`config.mk`:
```
export PLATFORM = sky130hd
export DESIGN_NAME = mdd_cmd_seq
export DESIGN_NICKNAME = d
export VERILOG_FILES = /design/src/hw/mdd_cmd_seq.v
export VERILOG_INCLUDE_DIRS = /design/src /design/src/pkg
export SDC_FILE = /design/constraint.sdc
export NUM_CORES = 1
export LEC_CHECK = 0
export ABC_AREA = 1
export BUFFER_PORTS_ARGS = -buffer_cell sky130_fd_sc_hd__buf_2
export CAP_MARGIN = 20
export CORE_MARGIN = 2
export CORE_UTILIZATION = 56
export CTS_CLUSTER_SIZE = 12
export DETAILED_ROUTE_END_ITERATION = 16
export PLACE_DENSITY_LB_ADDON = 0.15
export RECOVER_POWER = 100
export SETUP_SLACK_MARGIN = 0.5
export SLEW_MARGIN = 20
export SYNTH_ARGS = -nofsm -noshare
export SYNTH_HDL_FRONTEND = slang
export SYNTH_SLANG_ARGS = --single-unit
```
`constraint.sdc`:
```
create_clock -name ref_clk -period 6.8 [get_ports ref_clk]
set_input_delay 1.36 -clock ref_clk [delete_from_list [all_inputs] [get_ports ref_clk]]
set_output_delay 1.36 -clock ref_clk [all_outputs]
set_load 0.03 [all_outputs]
```
`src/pkg/mdd_defs.vh`:
```
// Command encodings, field positions and timing counts for the command sequencer
`ifndef MDD_DEFS_VH
`define MDD_DEFS_VH

`define MDD_CLK_PERIOD_NS 20
`define MDD_TRFC_NS 72
`define MDD_TXSR_NS 120
`define MDD_TRFC_CYC (((`MDD_TRFC_NS) + (`MDD_CLK_PERIOD_NS) - 1) / (`MDD_CLK_PERIOD_NS))
`define MDD_TXSR_CYC (((`MDD_TXSR_NS) + (`MDD_CLK_PERIOD_NS) - 1) / (`MDD_CLK_PERIOD_NS))
`define MDD_CL 2

// {cs_n, ras_n, cas_n, we_n}
`define MDD_CMD_NOP 4'h7
`define MDD_CMD_ACT 4'h3
`define MDD_CMD_RD 4'h5
`define MDD_CMD_WR 4'h4
`define MDD_CMD_PRE 4'h2
`define MDD_CMD_REF 4'h1
`define MDD_CMD_LMR 4'h0

`define MDD_A10 10
`define MDD_BT_BIT 3
`define MDD_BL_LSB 0
`define MDD_BL_W 3
`define MDD_COL_W 9
`define MDD_ROW_W 13
`define MDD_CNT_W 8

`endif

```
`src/hw/mdd_cmd_seq.v`:
```
// Mobile DDR command sequencer: bank state, power states, refresh, read/write lanes
`timescale 1ns/1ns
`include "mdd_defs.vh"

module mdd_cmd_seq (
  input wire ref_clk,
  input wire rst,
  input wire cke,
  input wire cs_n,
  input wire ras_n,
  input wire cas_n,
  input wire we_n,
  input wire [1:0] bank_addr,
  input wire [12:0] addr,
  input wire [31:0] wr_data,
  input wire [3:0] byte_strobe_in,
  input wire [3:0] byte_write_mask,
  input wire [31:0] rd_data_src,
  output reg [31:0] rd_data,
  output reg [31:0] rd_data_oe,
  output reg [3:0] byte_strobe_out,
  output reg [3:0] byte_strobe_oe,
  output reg wr_en,
  output reg [1:0] wr_bank,
  output reg [12:0] wr_row,
  output reg [8:0] wr_col,
  output reg [31:0] wr_data_out,
  output reg [3:0] wr_byte_en,
  output reg rd_req,
  output reg [1:0] rd_bank,
  output reg [12:0] rd_row,
  output reg [8:0] rd_col,
  output reg [3:0] bank_open,
  output reg in_active_pd,
  output reg in_precharge_pd,
  output reg in_self_refresh,
  output reg refresh_busy,
  output reg [12:0] mode_reg
);

  localparam ST_IDLE = 5'h01;
  localparam ST_APD = 5'h02;
  localparam ST_PPD = 5'h04;
  localparam ST_SREF = 5'h08;
  localparam ST_XSR = 5'h10;
  localparam [2:0] RD_LAT = `MDD_CL - 1;
  localparam [`MDD_CNT_W-1:0] TRFC_CNT = `MDD_TRFC_CYC;
  localparam [`MDD_CNT_W-1:0] TXSR_CNT = `MDD_TXSR_CYC;
  localparam [`MDD_CNT_W-1:0] CNT_ONE = {{(`MDD_CNT_W-1){1'b0}}, 1'b1};

  reg [4:0] state;
  reg [`MDD_CNT_W-1:0] busy_cnt;
  reg [12:0] open_row [0:3];
  reg [3:0] auto_pre;
  reg burst_rd;
  reg burst_wr;
  reg [2:0] beat_left;
  reg [2:0] beat_idx;
  reg [8:0] burst_col;
  reg [1:0] burst_bank;
  reg [2:0] lat_cnt;
  wire [3:0] cmd;
  wire access_busy;
  wire [3:0] last_beat;
  integer i;

  assign cmd = {cs_n, ras_n, cas_n, we_n};
  assign access_busy = burst_rd | burst_wr;
  assign last_beat = burst_beats(mode_reg[`MDD_BL_LSB+:`MDD_BL_W]) - 4'h1;

  // Burst length in beats from the programmed mode field
  function [3:0] burst_beats;
    input [2:0] bl;
    begin
      case (bl)
        3'h1: burst_beats = 4'h2;
        3'h2: burst_beats = 4'h4;
        default: burst_beats = 4'h8;
      endcase
    end
  endfunction

  // Column of a beat: start column, then sequential or interleaved wrap
  function [8:0] beat_col;
    input [8:0] start;
    input [2:0] idx;
    input [2:0] bl;
    input bt;
    reg [2:0] low;
    reg [2:0] mask;
    reg [3:0] span;
    begin
      span = burst_beats(bl) - 4'h1;
      mask = span[2:0];
      low = bt ? (start[2:0] ^ idx) : (start[2:0] + idx);
      beat_col = {start[8:3], (start[2:0] & ~mask) | (low & mask)};
    end
  endfunction

  // --------------------------------------------------------------
  // Command decode and power states
  // --------------------------------------------------------------
  always @(posedge ref_clk)
  begin
    if (rst)
    begin
      state <= ST_IDLE;
      busy_cnt <= {`MDD_CNT_W{1'b0}};
      bank_open <= 4'h0;
      auto_pre <= 4'h0;
      mode_reg <= 13'h0000;
      refresh_busy <= 1'b0;
      in_active_pd <= 1'b0;
      in_precharge_pd <= 1'b0;
      in_self_refresh <= 1'b0;
      for (i = 0; i < 4; i = i + 1)
        open_row[i] <= 13'h0000;
    end
    else
    begin
      // Busy drops on the edge that empties the counter
      if (busy_cnt != {`MDD_CNT_W{1'b0}})
      begin
        busy_cnt <= busy_cnt - 1'b1;
        if (busy_cnt == CNT_ONE)
          refresh_busy <= 1'b0;
      end
      case (state)
        ST_IDLE:
        begin
          if (!cke && cmd == `MDD_CMD_REF && bank_open == 4'h0)
          begin
            state <= ST_SREF;
            in_self_refresh <= 1'b1;
          end
          else if (!cke && !access_busy && !refresh_busy)
          begin
            if (bank_open != 4'h0 || (cmd == `MDD_CMD_ACT && !cs_n))
            begin
              state <= ST_APD;
              in_active_pd <= 1'b1;
            end
            else
            begin
              state <= ST_PPD;
              in_precharge_pd <= 1'b1;
            end
          end
          if (cke && !refresh_busy)
          begin
            if (cmd == `MDD_CMD_ACT)
            begin
              bank_open[bank_addr] <= 1'b1;
              open_row[bank_addr] <= addr;
            end
            else if (cmd == `MDD_CMD_PRE)
            begin
              if (addr[`MDD_A10])
                bank_open <= 4'h0;
              else
                bank_open[bank_addr] <= 1'b0;
            end
            else if (cmd == `MDD_CMD_REF && bank_open == 4'h0)
            begin
              busy_cnt <= TRFC_CNT;
              refresh_busy <= 1'b1;
            end
            else if (cmd == `MDD_CMD_LMR && bank_addr == 2'h0)
              mode_reg <= addr;
            else if ((cmd == `MDD_CMD_RD || cmd == `MDD_CMD_WR) && addr[`MDD_A10])
              auto_pre[bank_addr] <= 1'b1;
          end
          if (!access_busy && auto_pre != 4'h0)
          begin
            bank_open <= bank_open & ~auto_pre;
            auto_pre <= 4'h0;
          end
        end
        ST_APD, ST_PPD:
          if (cke)
          begin
            state <= ST_IDLE;
            in_active_pd <= 1'b0;
            in_precharge_pd <= 1'b0;
          end
        ST_SREF:
          if (cke)
          begin
            state <= ST_XSR;
            in_self_refresh <= 1'b0;
            busy_cnt <= TXSR_CNT;
            refresh_busy <= 1'b1;
          end
        ST_XSR:
          if (busy_cnt == CNT_ONE)
            state <= ST_IDLE;
        default:
          state <= ST_IDLE;
      endcase
    end
  end

  // --------------------------------------------------------------
  // Burst engine for reads and writes
  // --------------------------------------------------------------
  always @(posedge ref_clk)
  begin
    if (rst)
    begin
      burst_rd <= 1'b0;
      burst_wr <= 1'b0;
      beat_left <= 3'h0;
      beat_idx <= 3'h0;
      burst_col <= 9'h000;
      burst_bank <= 2'h0;
      lat_cnt <= 3'h0;
      wr_en <= 1'b0;
      wr_bank <= 2'h0;
      wr_row <= 13'h0000;
      wr_col <= 9'h000;
      wr_data_out <= 32'h00000000;
      wr_byte_en <= 4'h0;
      rd_req <= 1'b0;
      rd_bank <= 2'h0;
      rd_row <= 13'h0000;
      rd_col <= 9'h000;
      rd_data <= 32'h00000000;
      rd_data_oe <= 32'h00000000;
      byte_strobe_out <= 4'h0;
      byte_strobe_oe <= 4'h0;
    end
    else
    begin
      wr_en <= 1'b0;
      rd_req <= 1'b0;
      if (state == ST_IDLE && cke && !refresh_busy && !access_busy &&
          (cmd == `MDD_CMD_RD || cmd == `MDD_CMD_WR) && bank_open[bank_addr])
      begin
        burst_rd <= (cmd == `MDD_CMD_RD);
        burst_wr <= (cmd == `MDD_CMD_WR);
        burst_col <= addr[`MDD_COL_W-1:0];
        burst_bank <= bank_addr;
        beat_idx <= 3'h0;
        beat_left <= last_beat[2:0];
        lat_cnt <= (cmd == `MDD_CMD_RD) ? RD_LAT : 3'h0;
      end
      else if (access_busy)
      begin
        if (lat_cnt != 3'h0)
          lat_cnt <= lat_cnt - 3'h1;
        else
        begin
          beat_idx <= beat_idx + 3'h1;
          if (beat_left == 3'h0)
          begin
            burst_rd <= 1'b0;
            burst_wr <= 1'b0;
          end
          else
            beat_left <= beat_left - 3'h1;
          if (burst_wr)
          begin
            wr_en <= 1'b1;
            wr_bank <= burst_bank;
            wr_row <= open_row[burst_bank];
            wr_col <= beat_col(burst_col, beat_idx, mode_reg[`MDD_BL_LSB+:`MDD_BL_W],
                               mode_reg[`MDD_BT_BIT]);
            wr_data_out <= wr_data;
            wr_byte_en <= byte_strobe_in & ~byte_write_mask;
          end
          else
          begin
            rd_req <= 1'b1;
            rd_bank <= burst_bank;
            rd_row <= open_row[burst_bank];
            rd_col <= beat_col(burst_col, beat_idx, mode_reg[`MDD_BL_LSB+:`MDD_BL_W],
                               mode_reg[`MDD_BT_BIT]);
          end
        end
      end
      // Read data and per-byte strobes leave together, one cycle after fetch
      rd_data <= rd_req ? rd_data_src : 32'h00000000;
      rd_data_oe <= {32{rd_req}};
      byte_strobe_out <= rd_req ? {4{beat_idx[0]}} : 4'h0;
      byte_strobe_oe <= {4{rd_req}};
    end
  end

endmodule

```
== Word level (Yosys, flattened, before mapping) ==
Memories as Yosys holds them, arrays and structs flattened. A register that Yosys moved wholly into a read port is not among the register bits.
Cells that the tools add are included.

* Register bits after elaboration: 181
* Bits in writable memories: 52
* Output and inout port bits: 179
* Word-level logic and storage cells: 239
* Memories: 1

* Add/subtract/negate cells: 8
* Order comparisons: 2
* Eq/ne operators: 28
* Multiplexer cells: 88
* Bitwise gates (word level): 26
* Reductions and logical operators: 56

{| class="wikitable"
|+ Memory list
! name !! words !! width !! rd ports !! clocked after Yosys merged registers in !! write ports !! line !! text
|-
| open_row || 4 || 13 || 1 || 1 || 4 || mdd_cmd_seq.v:53 || <nowiki>reg [12:0] open_row [0:3];</nowiki>
|}

{| class="wikitable"
|+ Operator list
! operator !! number
|-
| 2-to-1 mux 3 bit || 19
|-
| 2-to-1 mux 4 bit || 12
|-
| 2-to-1 mux 8 bit || 6
|-
| 2-to-1 mux 1 bit || 33
|-
| 2-to-1 mux 5 bit || 5
|-
| != test 2 bit, second input constant || 10
|-
| one-hot mux 5 bit (4 select lines) || 1
|-
| logical AND 1 bit || 16
|-
| one-hot mux 8 bit (2 select lines) || 1
|-
| subtractor 3 x 1 -> 3 bit, second input constant || 5
|-
| nonzero test 2 bit || 7
|-
| 2-to-1 mux 13 bit || 1
|-
| OR reduction 13 bit || 1
|-
| AND 3 bit || 4
|-
| AND 4 bit || 3
|-
| inverter 4 bit || 3
|-
| AND reduction 3 bit || 4
|-
| AND reduction 4 bit || 3
|-
| AND reduction 5 bit || 2
|-
| == test 4 x 2 -> 1 bit, second input constant || 2
|-
| == test 4 x 3 -> 1 bit, second input constant || 2
|-
| == test 8 x 1 -> 1 bit, second input constant || 1
|-
| zero test 4 bit || 2
|-
| != test 2 x 1 -> 1 bit, second input constant || 4
|-
| 37 further kinds || 61
|}

== Longest topological paths before layout ==
* Depth after elaboration: 12
* Mapped depth: 10
* Mapped depth without buffers: 10

== Least setup slack after synthesis ==
No wires, ideal clock.

* Path kind: input-to-reg
* From: in bank_addr[1]
* To: mem open_row[0][0], enable pin
* Setup time: 401 ps
* Data arrival time: 2793 ps
* Data required time: 6399 ps
* Setup slack: 3606 ps
* Stages: 4
* Path buffers: 1
* Path through: buf_6 > nor2_1 > inv_1 > o21ai_0

{| class="wikitable"
|+ RTL lines
! what !! line !! text
|-
| from (decl) || mdd_cmd_seq.v:13 || <nowiki>input wire [1:0] bank_addr,</nowiki>
|-
| to (decl) || mdd_cmd_seq.v:53 ||
|}

==> results by group <==
Cells and area
  – Fill count: roughly 1500
  – Commonest non-fill, non-tap cell in the layout: nor2_1
  – Number of flip-flops in the largest register: 52
  – Layout Nets: ~1500
  – Share of layout cells above drive strength 1: 0.103
  – Biggest regs: open_row: 52 flops, rd_data: 32 flops, wr_data_out: 32 flops
  – Most flops, register: open_row
  – Most frequent cells in the layout: nor2_1 (261), clkbuf_1 (198), dfxtp_1 (182)
  – Area of the multi-input gates: approximately 3300 um^2
  – Post-Route Utilization: 0.669
  – Register Area: 5200 um^2
  – Synth-to-Final Area Change: 16.5%

Synth
  – Sequential share of the synthesized area: 0.545
  – Post-synthesis mux area share: 0
  – Syn_nets: 1238
  – Yosys warning count: 0
  – EDFF count, synth: 52
  – Post-Synth Adder-Cell Area: 0.0139
  – Fraction of the mapped netlist area in compound gates: 0.131
  – Post-Syn Area: approximately 9600 um^2
  – Avg Inst Size Synth: between 8 and 9 um^2
  – Number of distinct library cells after synthesis: 39
  – Yosys reg bits: 234
  – Main combinational cell family by area after synthesis: simple AND/OR/NAND/NOR gates
  – Top FF cell, synth: dfxtp_1
  – Post-synth ARST share: 0
  – Synth Area in XOR/XNOR: 0.00733
  – Simple-Gate Fraction of Synth Area: 0.200
  – Syn Inst Count: 1134

Timing
  – Clk_skew: ~0.013 ns
  – Total negative slack: 0 ns
  – Max-slew violations: 0
  – Unrepaired setup endpoints after global routing: no
  – Hold slack: 0.459 ns
  – Finish-stage setup viols: 0
  – Final hold viol count: 0
  – Period utilization: 0.655
  – Tmin final: roughly 4.5 ns
  – Worst-Margin Slew: around 1.2 ns
  – Slew margin rel.: 0.196
  – Fin worst setup slack: about 2.3 ns
  – Highest clock rate: 224 MHz

Clock tree
  – CTS tree: built
  – Post-CTS Resized: 0
  – CTS H-Tree Depth: 1
  – Clock Tree Root: clkbuf_16
  – Post-CTS setup buffers: 0
  – Hold buffer count at CTS: 0
  – Clock Latency Late Sink: around 0.51 ns
  – Clk sinks: 234
  – Max clock buf depth: 3
  – TritonCTS Buffers: 24
  – Clk slew on worst S/H paths: ~0.060 ns

Power
  – Pwr per Cell Area: 293 nW/um^2
  – Design Power: 3.26 mW
  – VDD IR-drop max: roughly 0.19 mV
  – Total leakage power: 4.77 nW

Worst setup path
  – CP top delay family: buffers and inverters
  – Critical Path Stages: 5
  – Critical Path Sink Type: register
  – Critical path arrival: 4.58 ns
  – WP buf/inv: 4
  – CP max FO: 70
  – Worst Setup EP: open_row[3][2]
  – Worst r2r dst: rd_row[3]
  – Worst reg2reg setup slack: between 4 and 5 ns
  – CP Launch Type: input port
  – CP Class: input port to register
  – Worst Setup SP: rst
  – CP max stage cell: inv_1
  – Worst path cell trace: clkbuf_1, inv_1, buf_4, o21ai_0, clkbuf_1
  – CP required: 6.93 ns
  – Worst path max stage delay: a little under 0.9 ns
  – Most frequent CP cell: clkbuf_1
  – R2R depth: 5

Floorplanning
  – I/O pins: 273
  – Chip Height: 135 um
  – Core ar.: between 15000 and 20000 um^2
  – Initial core utilization: 0.574
  – Area of the die: around 18000 um^2
  – Row count: 47
  – Die Span X: approximately 130 um

Drt
  – Avg WL per Cell: 15.5 um
  – DRC: 0
  – Detail Route Antenna Nets: 0
  – Total Wirelength: around 25000 um
  – Vias/cell: between 5 and 6
  – First DRT Iteration DRCs: ~600
  – DR pass1 iterations: 5
  – Vias: between 8000 and 9000

Global route
  – Gr usage total: 0.259
  – Initial antenna violation count: 1
  – Vias in the first global route: between 7000 and 8000
  – Overflow after GRT: 0
  – Largest net degree at the start of global routing: around 80
  – First-pass GRT wire length: approximately 37000 um

Place
  – Final GP Congestion: slightly below 0.9
  – Final HPWL DP: between 15000 and 20000 um
  – Setup WS pre-CTS: between 2 and 3 ns
  – Port Buffer Count: between 200 and 300

Status
  – Status: completed

Worst hold path
  – Worst min path class: register to register

Flow run
  – Max-cap violations: 0
Yosys cell counts, drive strengths merged, types with 2 or more instances:
library cell  number  share of area
nor2             268           0.11
dfxtp            182           0.38
nand2            126          0.058
o21ai            125          0.066
inv              120          0.047
a21oi             78          0.041
buf               63          0.046
edfxtp            52           0.16
nand3             33          0.020
clkbuf            24         0.0094
ha                 9          0.012
a211oi             8         0.0063
a32o               8         0.0084
nand4              7         0.0046
o22ai              5         0.0033
xor2               5         0.0046
o31ai              4         0.0031
nor3               3         0.0016
or2                3         0.0020
xnor2              3         0.0028
clkinv             2        0.00079
nand3b             2         0.0016
metrics by stage:
stage | instance area, um^2 | instances
finish | 11100 | 1590
global route | 11100 | 1590
CTS | 11400 | 1588
detailed placement | 10700 | 1546
global placement | 10700 | 1546
floorplan | 9560 | 1134
worst min-delay path by stage:
stage | start | to | cells past startpoint
global placement | in_self_refresh | in_self_refresh | 2
global route | burst_col[2] | burst_col[2] | 2
finish | in_self_refresh | in_self_refresh | 2
floorplan | burst_col[0] | burst_col[0] | 2
CTS | in_self_refresh | in_self_refresh | 2
detailed placement | in_self_refresh | in_self_refresh | 2
report_power, final:
| part | internal, mW | switching [mW] | leakage, nW |
|---|---|---|---|
| logic | 0.165 | 0.350 | 2.41 |
| clock network | 0.723 | 0.496 | 0.356 |
| registers | 1.49 | 0.0411 | 2.01 |
per-layer routing:
layer,GRT usage,share of wire
met1,0.337,0.42
met2,0.442,0.49
met3,0.0394,0.071
met4,0.0895,0.019
met5,0,0
cell type report:
cell class                      count  area share
Sequential cell                   234       0.467
Clock buffer                       42      0.0658
Timing Repair Buffer              280       0.107
Multi-Input combinational cell    691       0.294
Inverter                          122      0.0411
Tap cell                          220      0.0247
Antenna cell                        1    0.000225
worst min-delay path, stage by stage, from the launching register on:
cell and delay (ns):
dfxtp_1 0.31, nand2_1 0.06, a21oi_1 0.05
logic make-up after synthesis:
kind of cell,Yosys count
adder cells (fa/ha/maj),10
XOR/XNOR,8
buffers and inverters,209
flip-flops,234
AND/OR/NAND/NOR,442
AO/OA/AOI/OAI,231
Note: power is estimated with default switching activity, not from simulation.
